<file path="src/common/lane7_status_pkg.sv">
// Shared constants and carrier types for the lane 7 link health block.
package lane7_status_pkg;

    // ==========================================================
    // Register indexes; the byte address is four times the index.
    localparam int ADDR_W = 32;
    localparam logic [11:0] IDX_LINK_PAGE = 12'h300;
    localparam logic [11:0] IDX_LANE7_HEALTH = 12'h4B7;
    localparam logic [11:0] IDX_IRQ_EN_A = 12'h4B8;
    localparam logic [11:0] IDX_IRQ_STAT_A = 12'h4BA;
    localparam logic [11:0] IDX_ERR_THRESH = 12'h4BF;

    // ==========================================================
    // Field positions shared by health, enable and status bytes.
    localparam int BIT_DISPARITY = 7;
    localparam int BIT_BAD_CODE = 6;
    localparam int BIT_STRAY_K = 5;
    localparam int BIT_DESKEW = 4;
    localparam int BIT_INIT_ALIGN = 3;
    localparam int BIT_CHECKSUM = 2;
    localparam int BIT_FRAME = 1;
    localparam int BIT_CODEGROUP = 0;
    localparam logic [7:0] IRQ_BITS = 8'hF8;
    localparam logic [7:0] ERR_BITS = 8'hE0;
    localparam logic [7:0] LOSS_BITS = 8'h18;

    // ==========================================================
    // Reset values.
    localparam logic [7:0] HEALTH_RST = 8'h00;
    localparam logic [7:0] IRQ_EN_RST = 8'h00;
    localparam logic [7:0] STAT_RST = 8'h00;
    localparam logic [7:0] THRESH_RST = 8'hFF;
    localparam logic [7:0] PAGE_RST = 8'h00;
    localparam logic [31:0] RDATA_RST = 32'h00000000;

    // ==========================================================
    // Lane 7 receive state delivered by one link's receiver.
    typedef struct packed {
        logic [7:0] disparity_cnt;
        logic [7:0] bad_code_cnt;
        logic [7:0] stray_k_cnt;
        logic deskew_ok;
        logic initial_align_ok;
        logic checksum_ok;
        logic frame_lock;
        logic codegroup_lock;
    } lane7_in_t;

endpackage

</file>
<file path="src/lane_flag_eval.sv">
// Registered lane 7 health flags and their change events for one link.
`timescale 1ns/1ps
module lane_flag_eval (
    // Clock and reset
    input wire logic pclk,
    input wire logic presetn,
    // Lane state and threshold
    input wire lane7_status_pkg::lane7_in_t lane_in,
    input wire logic [7:0] thresh,
    // Flags and events
    output logic [7:0] flags,
    output logic [7:0] events
);
    typedef struct packed {
        logic [7:0] flags;
    } eval_state_t;

    eval_state_t state_reg;
    eval_state_t state_next;

    function automatic logic at_limit(input logic [7:0] cnt, input logic [7:0] lim);
        return cnt >= lim;
    endfunction

    // ==========================================================
    // Flag evaluation.
    always_comb begin
        state_next = state_reg;
        state_next.flags[lane7_status_pkg::BIT_DISPARITY] = at_limit(lane_in.disparity_cnt, thresh);
        state_next.flags[lane7_status_pkg::BIT_BAD_CODE] = at_limit(lane_in.bad_code_cnt, thresh);
        state_next.flags[lane7_status_pkg::BIT_STRAY_K] = at_limit(lane_in.stray_k_cnt, thresh);
        state_next.flags[lane7_status_pkg::BIT_DESKEW] = lane_in.deskew_ok;
        state_next.flags[lane7_status_pkg::BIT_INIT_ALIGN] = lane_in.initial_align_ok;
        state_next.flags[lane7_status_pkg::BIT_CHECKSUM] = lane_in.checksum_ok;
        state_next.flags[lane7_status_pkg::BIT_FRAME] = lane_in.frame_lock;
        state_next.flags[lane7_status_pkg::BIT_CODEGROUP] = lane_in.codegroup_lock;
    end

    always_ff @(posedge pclk or negedge presetn) begin
        if (!presetn) begin
            state_reg <= '{flags: lane7_status_pkg::HEALTH_RST};
        end else begin
            state_reg <= state_next;
        end
    end

    // Errors raise an event when they reach the limit, deskew and initial alignment bits when they drop.
    assign events = (state_next.flags & ~state_reg.flags & lane7_status_pkg::ERR_BITS)
                  | (~state_next.flags & state_reg.flags & lane7_status_pkg::LOSS_BITS);
    assign flags = state_reg.flags;
endmodule

</file>
<file path="src/irq_event_latch.sv">
// Sticky event bits, cleared by a write of one, where a new event wins.
`timescale 1ns/1ps
module irq_event_latch #(
    parameter int W = 8
) (
    // Clock and reset
    input wire logic pclk,
    input wire logic presetn,
    // Events and clears
    input wire logic [W-1:0] set_bits,
    input wire logic [W-1:0] clr_bits,
    // Sticky state
    output logic [W-1:0] status
);
    typedef struct packed {
        logic [W-1:0] status;
    } latch_state_t;

    latch_state_t state_reg;
    latch_state_t state_next;

    always_comb begin
        state_next.status = (state_reg.status & ~clr_bits) | set_bits;
    end

    always_ff @(posedge pclk or negedge presetn) begin
        if (!presetn) begin
            state_reg <= '{status: W'(lane7_status_pkg::STAT_RST)};
        end else begin
            state_reg <= state_next;
        end
    end

    assign status = state_reg.status;
endmodule

</file>
<file path="src/lane7_link_status_irq_enable.sv">
// Paged lane 7 link health and interrupt enable registers behind APB.
//
// Function
// - Not-in-table flag, bit 6, is high while count is at or above threshold.
// - Unexpected control character flag, bit 5, high at or above threshold.
// - Bit 4 reads one when deskew achieved, zero when failed.
// - Bit 3 reads one when initial lane alignment achieved, zero when lost.
// - Bit 2 reads one when checksum correct, zero when incorrect.
// - Bit 1 reads one when frame lock achieved, zero when lost.
// - Bit 0 shows code group lock; all health flags read-only, reset zero.
// - All fields are paged by the link page register at index 0x300.
// - Enable bit 7 lets the disparity counter interrupt; read/write, resets zero.
// - Enable bit 6 lets the bad code counter interrupt; resets zero.
// - Enable bit 5 lets the stray control counter interrupt; resets zero.
// - Enable bit 4 lets a deskew condition interrupt; resets zero.
// - Enable bit 3 lets an initial alignment condition interrupt; resets zero.
//
// Register access over APB was decided locally.
`timescale 1ns/1ps
module lane7_link_status_irq_enable #(
    parameter int NUM_LINKS = 2
) (
    // Clock and reset
    input wire logic pclk,
    input wire logic presetn,

    // APB slave
    input wire logic psel,
    input wire logic penable,
    input wire logic pwrite,
    input wire logic [31:0] paddr,
    input wire logic [31:0] pwdata,
    input wire logic [3:0] pstrb,
    output logic [31:0] prdata,
    output logic pready,
    output logic pslverr,

    // Lane 7 receive state, one entry per link
    input wire lane7_status_pkg::lane7_in_t [NUM_LINKS-1:0] lane_in,

    // Interrupt
    output logic irq
);

    // ==========================================================
    // State.
    localparam int PAGE_W = (NUM_LINKS > 1) ? $clog2(NUM_LINKS) : 1;

    typedef struct packed {
        logic pready;
        logic pslverr;
        logic [31:0] prdata;
        logic irq;
        logic [7:0] link_page;
        logic [NUM_LINKS-1:0][7:0] irq_en;
        logic [NUM_LINKS-1:0][7:0] thresh;
    } ctrl_state_t;

    ctrl_state_t state_reg;
    ctrl_state_t state_next;

    // ==========================================================
    // Address decode.
    function automatic logic reg_hit(input logic [31:0] addr, input logic [11:0] idx);
        return addr == {18'h00000, idx, 2'b00};
    endfunction

    logic [NUM_LINKS-1:0][7:0] flags;
    logic [NUM_LINKS-1:0][7:0] events;
    logic [NUM_LINKS-1:0][7:0] status;
    logic [NUM_LINKS-1:0][7:0] clr;
    logic access;
    logic commit;
    logic wr_commit;
    logic hit_page;
    logic hit_health;
    logic hit_en;
    logic hit_stat;
    logic hit_thr;
    logic mapped;
    logic page_ok;
    logic any_pending;
    logic new_enabled_event;
    logic [PAGE_W-1:0] pidx;
    logic [7:0] wbyte;
    logic [7:0] rd_byte;
    logic [7:0] sel_flags;
    logic [7:0] sel_status;
    logic [7:0] sel_en;
    logic [7:0] sel_thr;

    assign hit_page = reg_hit(paddr, lane7_status_pkg::IDX_LINK_PAGE);
    assign hit_health = reg_hit(paddr, lane7_status_pkg::IDX_LANE7_HEALTH);
    assign hit_en = reg_hit(paddr, lane7_status_pkg::IDX_IRQ_EN_A);
    assign hit_stat = reg_hit(paddr, lane7_status_pkg::IDX_IRQ_STAT_A);
    assign hit_thr = reg_hit(paddr, lane7_status_pkg::IDX_ERR_THRESH);
    assign mapped = hit_page | hit_health | hit_en | hit_stat | hit_thr;

    // One wait state: pready rises one edge into the access phase.
    // Writes land only at the edge where pready is seen high.
    assign access = psel && penable;
    assign commit = access && state_reg.pready;
    assign wr_commit = commit && pwrite && pstrb[0] && mapped;
    assign wbyte = pwdata[7:0];

    // A page beyond the last link reads zero and swallows writes.
    assign page_ok = state_reg.link_page < 8'(NUM_LINKS);
    assign pidx = state_reg.link_page[PAGE_W-1:0];

    // ==========================================================
    // Per-link flag evaluation and sticky event bits.
    for (genvar l = 0; l < NUM_LINKS; l++) begin : g_link
        lane_flag_eval u_eval (
            .pclk(pclk),
            .presetn(presetn),
            .lane_in(lane_in[l]),
            .thresh(state_reg.thresh[l]),
            .flags(flags[l]),
            .events(events[l])
        );

        irq_event_latch #(
            .W(8)
        ) u_latch (
            .pclk(pclk),
            .presetn(presetn),
            .set_bits(events[l] & lane7_status_pkg::IRQ_BITS),
            .clr_bits(clr[l]),
            .status(status[l])
        );

        assign clr[l] = (wr_commit && hit_stat && page_ok && pidx == PAGE_W'(l))
                      ? (wbyte & lane7_status_pkg::IRQ_BITS) : 8'h00;
    end

    // ==========================================================
    // Page selection for reads.
    always_comb begin
        sel_flags = 8'h00;
        sel_status = 8'h00;
        sel_en = 8'h00;
        sel_thr = 8'h00;
        for (int l = 0; l < NUM_LINKS; l++) begin
            if (page_ok && pidx == PAGE_W'(l)) begin
                sel_flags = flags[l];
                sel_status = status[l];
                sel_en = state_reg.irq_en[l];
                sel_thr = state_reg.thresh[l];
            end
        end
    end

    always_comb begin
        rd_byte = 8'h00;
        if (hit_page) begin
            rd_byte = state_reg.link_page;
        end else if (hit_health) begin
            rd_byte = sel_flags;
        end else if (hit_en) begin
            rd_byte = sel_en;
        end else if (hit_stat) begin
            rd_byte = sel_status;
        end else if (hit_thr) begin
            rd_byte = sel_thr;
        end
    end

    // ==========================================================
    // Interrupt gating over every link, not only the page shown.
    always_comb begin
        any_pending = 1'b0;
        for (int l = 0; l < NUM_LINKS; l++) begin
            if ((status[l] & state_reg.irq_en[l]) != 8'h00) begin
                any_pending = 1'b1;
            end
        end
    end

    // Fresh enabled events on any link; the raise check must see every page, not only link 0.
    always_comb begin
        new_enabled_event = 1'b0;
        for (int l = 0; l < NUM_LINKS; l++) begin
            if ((events[l] & state_reg.irq_en[l] & lane7_status_pkg::IRQ_BITS) != 8'h00) begin
                new_enabled_event = 1'b1;
            end
        end
    end

    // ==========================================================
    // Next state.
    always_comb begin
        state_next = state_reg;
        state_next.irq = any_pending;
        if (access && !state_reg.pready) begin
            state_next.pready = 1'b1;
            state_next.pslverr = !mapped;
            state_next.prdata = {24'h000000, rd_byte};
        end else if (commit) begin
            state_next.pready = 1'b0;
            state_next.pslverr = 1'b0;
            if (wr_commit && hit_page) begin
                state_next.link_page = wbyte;
            end
            if (wr_commit && hit_thr && page_ok) begin
                state_next.thresh[pidx] = wbyte;
            end
            if (wr_commit && hit_en && page_ok) begin
                state_next.irq_en[pidx][lane7_status_pkg::BIT_DISPARITY] =
                    wbyte[lane7_status_pkg::BIT_DISPARITY];
                state_next.irq_en[pidx][lane7_status_pkg::BIT_BAD_CODE] =
                    wbyte[lane7_status_pkg::BIT_BAD_CODE];
                state_next.irq_en[pidx][lane7_status_pkg::BIT_STRAY_K] =
                    wbyte[lane7_status_pkg::BIT_STRAY_K];
                state_next.irq_en[pidx][lane7_status_pkg::BIT_DESKEW] =
                    wbyte[lane7_status_pkg::BIT_DESKEW];
                state_next.irq_en[pidx][lane7_status_pkg::BIT_INIT_ALIGN] =
                    wbyte[lane7_status_pkg::BIT_INIT_ALIGN];
            end
        end
    end

    // ==========================================================
    // Registers.
    always_ff @(posedge pclk or negedge presetn) begin
        if (!presetn) begin
            state_reg <= '{
                pready: 1'b0,
                pslverr: 1'b0,
                prdata: lane7_status_pkg::RDATA_RST,
                irq: 1'b0,
                link_page: lane7_status_pkg::PAGE_RST,
                irq_en: {NUM_LINKS{lane7_status_pkg::IRQ_EN_RST}},
                thresh: {NUM_LINKS{lane7_status_pkg::THRESH_RST}}
            };
        end else begin
            state_reg <= state_next;
        end
    end

    assign prdata = state_reg.prdata;
    assign pready = state_reg.pready;
    assign pslverr = state_reg.pslverr;
    assign irq = state_reg.irq;
endmodule

</file>
<file path="config.mk">
export PLATFORM = sky130hd
export DESIGN_NAME = lane7_link_status_irq_enable
export DESIGN_NICKNAME = d
export VERILOG_FILES = /design/src/common/lane7_status_pkg.sv /design/src/lane_flag_eval.sv /design/src/irq_event_latch.sv /design/src/lane7_link_status_irq_enable.sv
export SDC_FILE = /design/constraint.sdc
export NUM_CORES = 1
export LEC_CHECK = 0
export ABC_AREA = 1
export BUFFER_PORTS_ARGS = -buffer_cell sky130_fd_sc_hd__buf_4
export CORE_MARGIN = 2
export CORE_UTILIZATION = 52
export DETAILED_ROUTE_END_ITERATION = 8
export PLACE_DENSITY = 0.78
export SKIP_CTS_REPAIR_TIMING = 1
export SLEW_MARGIN = 20
export SYNTH_ARGS = -nofsm -noshare
export SYNTH_HDL_FRONTEND = slang
export SYNTH_SLANG_ARGS = --single-unit
</file>
<file path="constraint.sdc">
create_clock -name pclk -period 1.7 [get_ports pclk]
set_input_delay 0.34 -clock pclk [delete_from_list [all_inputs] [get_ports pclk]]
set_output_delay 0.34 -clock pclk [all_outputs]
set_load 0.02 [all_outputs]
</file>
==> metrics.md <==
| Metric | Value |
|---|---|
| Routed len/inst | `15.0 microns` |
| Lkg Pwr | `3.28 nW` |
| Io pins | `166` |
| Max FO, Critical Path | `3` |
| Final WL | `14200 microns` |
| Clock Latency Late Sink | `360 ps` |
| Primary flip-flop cell chosen by synthesis mapping | `dfrtp_1` |
| Clock skew | `10.4 ps` |
| Synth Area in XOR/XNOR | `0` |
| Vias in the first global route | `4656` |
| Fmax | `0.585 GHz` |
| Grt total ovfl | `0` |
| Final period utilization | `1.01` |
| Worst path arrival time | `2010 ps` |
| Clock tree buffer depth | `2` |
| Max reg flops | `33` |
| Capturing element type of the critical path | `flop` |
| Synth cell types | `32` |
| DIE WIDTH | `103 microns` |
| Final worst slack | `-10.6 ps` |
| Total track usage | `0.257` |
| Std cell rows | `36` |
| Final Hold Viols | `0` |
| Syn Inst Count | `660` |
| FF+latch count, synth | `71` |
| CTS tree | `done` |
| Max Cap Violations | `0` |
| Post-DP HPWL | `10400 microns` |
| Global-route track usage on met1 | `0.327` |
| Outcome | `finished with violations` |
| Core area | `0.00959 sq mm` |
| Cts bufs inserted | `9` |
| Area of the multi-input gates | `0.00310 sq mm` |
| Reg clk slew, reported paths | `80 ps` |
| FF/Latch Area | `0.00180 sq mm` |
| Vias | `5069` |
| Worst setup path startpoint | `state_reg[15]$_DFFE_PN1P_` |
| Syn Area/Cell | `7.67 sq um` |
| ANT nets after route | `0` |
| Share of synthesized area spent on multiplexers | `0` |
| Routed vias/inst | `5.36` |
| Synth Area in Compound Gates | `0.106` |
| Root Buffer | `clkbuf_8` |
| Adder-Cell Fraction of Synth Area | `0.119` |
| Critical Path RT | `2000 ps` |
| Asr flop ratio synth | `1.00` |
| Period minus WS final | `1710 ps` |
| Area growth from synthesis to layout | `34.4%` |
| Routing usage on met3 | `0.0475` |
| Placement Setup Slack | `-52.9 ps` |
| Largest net degree at the start of global routing | `32` |
| Global Route met2 Usage | `0.441` |
| # port buffers | `114` |
| RSZ-0062 raised after global routing | `true` |
| CTS Sinks | `71` |
| ANT cells | `0` |
| Die area | `0.0105 sq mm` |
| Register area share after synthesis | `0.355` |
| Mapped Area | `0.00506 sq mm` |
| Crit Path Class | `flop to flop` |
| EDFF count, synth | `0` |
| Syn. warnings | `0` |
| GR peak layer | `met2` |
| Initial antenna violation count | `0` |
| Failing checks | `negative setup slack` |
| PwrDens | `531 mW/mm^2` |
| Global-route wire length before repair | `21100 microns` |
| Share of cells above drive strength 1 | `0.341` |
| FF-to-FF Start | `state_reg[15]$_DFFE_PN1P_` |
| Startpoint Class | `flop` |
| GPL Wtd Cong | `0.920` |
| Largest family of logic cells by synthesized area | `simple AND/OR/NAND/NOR gates` |
| CTS H-Tree Depth | `3` |
| Drt initial violations | `316` |
| Fill cells | `726` |
| Starting Density | `0.527` |
| HP Class | `input port to flop` |
| Number of slew-limit violations in the final report | `0` |
| First-pass DRT Iterations | `6` |
| # DRC | `0` |
| Final Setup Violations | `1` |
| Pwr Total | `0.00361 W` |
| Peak VDD IR | `0.000335 V` |
| Worst Min Path Start | `lane_in[31]` |
| # nets final | `986` |
| Die height | `103 microns` |
| Setup_tns | `-10.6 ps` |
| Simple-Gate Fraction of Synth Area | `0.301` |
[synthesized netlist by cell type, types with 4 or more instances]
cell type,count,share of area
o21ai_1,18,0.018
o22ai_1,5,0.0062
nand4_1,17,0.021
o21ai_0,24,0.024
dfstp_2,16,0.083
nand3_4,7,0.024
buf_4,34,0.050
nor2_2,5,0.0062
buf_2,5,0.0049
dfrtp_1,55,0.27
nor2_4,4,0.0089
o21ai_2,10,0.017
inv_1,74,0.055
nand2_1,182,0.14
nand3_1,53,0.052
a21oi_1,26,0.026
ha_1,48,0.12
o2111ai_1,6,0.010
or2_2,4,0.0049
nor2_1,48,0.036
[final timing paths]
kind / end / slack (ps) / cells past startpoint
worst min-delay path: g_link[1].u_eval.flags[2]$_DFF_PN0_ / 80 / 1
min in group asynchronous: prdata[7]$_DFFE_PN0P_ / 450 / 2
max in group asynchronous: state_reg[4]$_DFFE_PN1P_ / 650 / 3
worst max-delay path: g_link[1].u_latch.status[7]$_DFF_PN0_ / -10 / 8
worst max register to register: g_link[1].u_latch.status[7]$_DFF_PN0_ / -10 / 8
worst min register to register: prdata[4]$_DFFE_PN0P_ / 480 / 2
[through the flow]
step,util,hold slack (ps),std cells,area (sq um)
global placement,0.637,298,914,6110
finish,0.709,84.4,945,6800
floorplan,-,44.4,683,5150
detailed placement,0.637,307,914,6110
CTS,0.656,-83.1,930,6290
global route,0.709,59.8,945,6800
[worst max-delay path: stages (launching register included)]
cell and delay [ps]:
dfstp_2 570, inv_1 90, ha_1 300, nand2_1 110, nor2_1 140, nand4_1 150
o2111ai_4 140, nand2_1 80, nand2_1 80
[layer usage]
metal	up-vias	routed length (microns)
li1	2431	-
met1	2360	5690
met2	232	7040
met3	46	927
met4	0	494
met5	-	0
[power by group]
part           total, W  internal [W]  switching, W
clock network   0.00125      0.000544      0.000709
registers       0.00173       0.00172     0.0000128
logic          0.000625      0.000294      0.000331
[kinds of logic after synthesis]
family,count (synthesis)
AND/OR/NAND/NOR,328
buffers and inverters,120
AO/OA/AOI/OAI,92
flip-flops,71
adder cells (fa/ha/maj),48
other,1
[layout make-up]
type / count / share of cell area
Clock inverter: 7 / 0.00809
Sequential cell: 71 / 0.264
Tap cell: 133 / 0.0245
Clock buffer: 9 / 0.0182
Inverter: 76 / 0.0421
Multi-Input combinational cell: 495 / 0.456
Timing Repair Buffer: 154 / 0.187
[layout by cell type, fill, tap and decap left out, types with 6 or more instances in the layout]
master | netlist | final
a21oi_1 | 26 | 20
a21oi_2 | 0 | 6
buf_4 | 34 | 143
clkbuf_8 | 0 | 9
conb_1 | 1 | 24
dfrtp_1 | 55 | 55
dfstp_2 | 16 | 16
ha_1 | 48 | 39
ha_4 | 0 | 9
inv_1 | 74 | 66
inv_2 | 0 | 8
nand2_1 | 182 | 175
nand2_2 | 2 | 8
nand3_1 | 53 | 45
nand3_2 | 2 | 7
nand3_4 | 7 | 13
nand4_1 | 17 | 17
nor2_1 | 48 | 43
nor2_2 | 5 | 9
o21ai_0 | 24 | 20
o21ai_1 | 18 | 20
o21ai_2 | 10 | 12
Note: power is estimated with default switching activity, not from simulation.
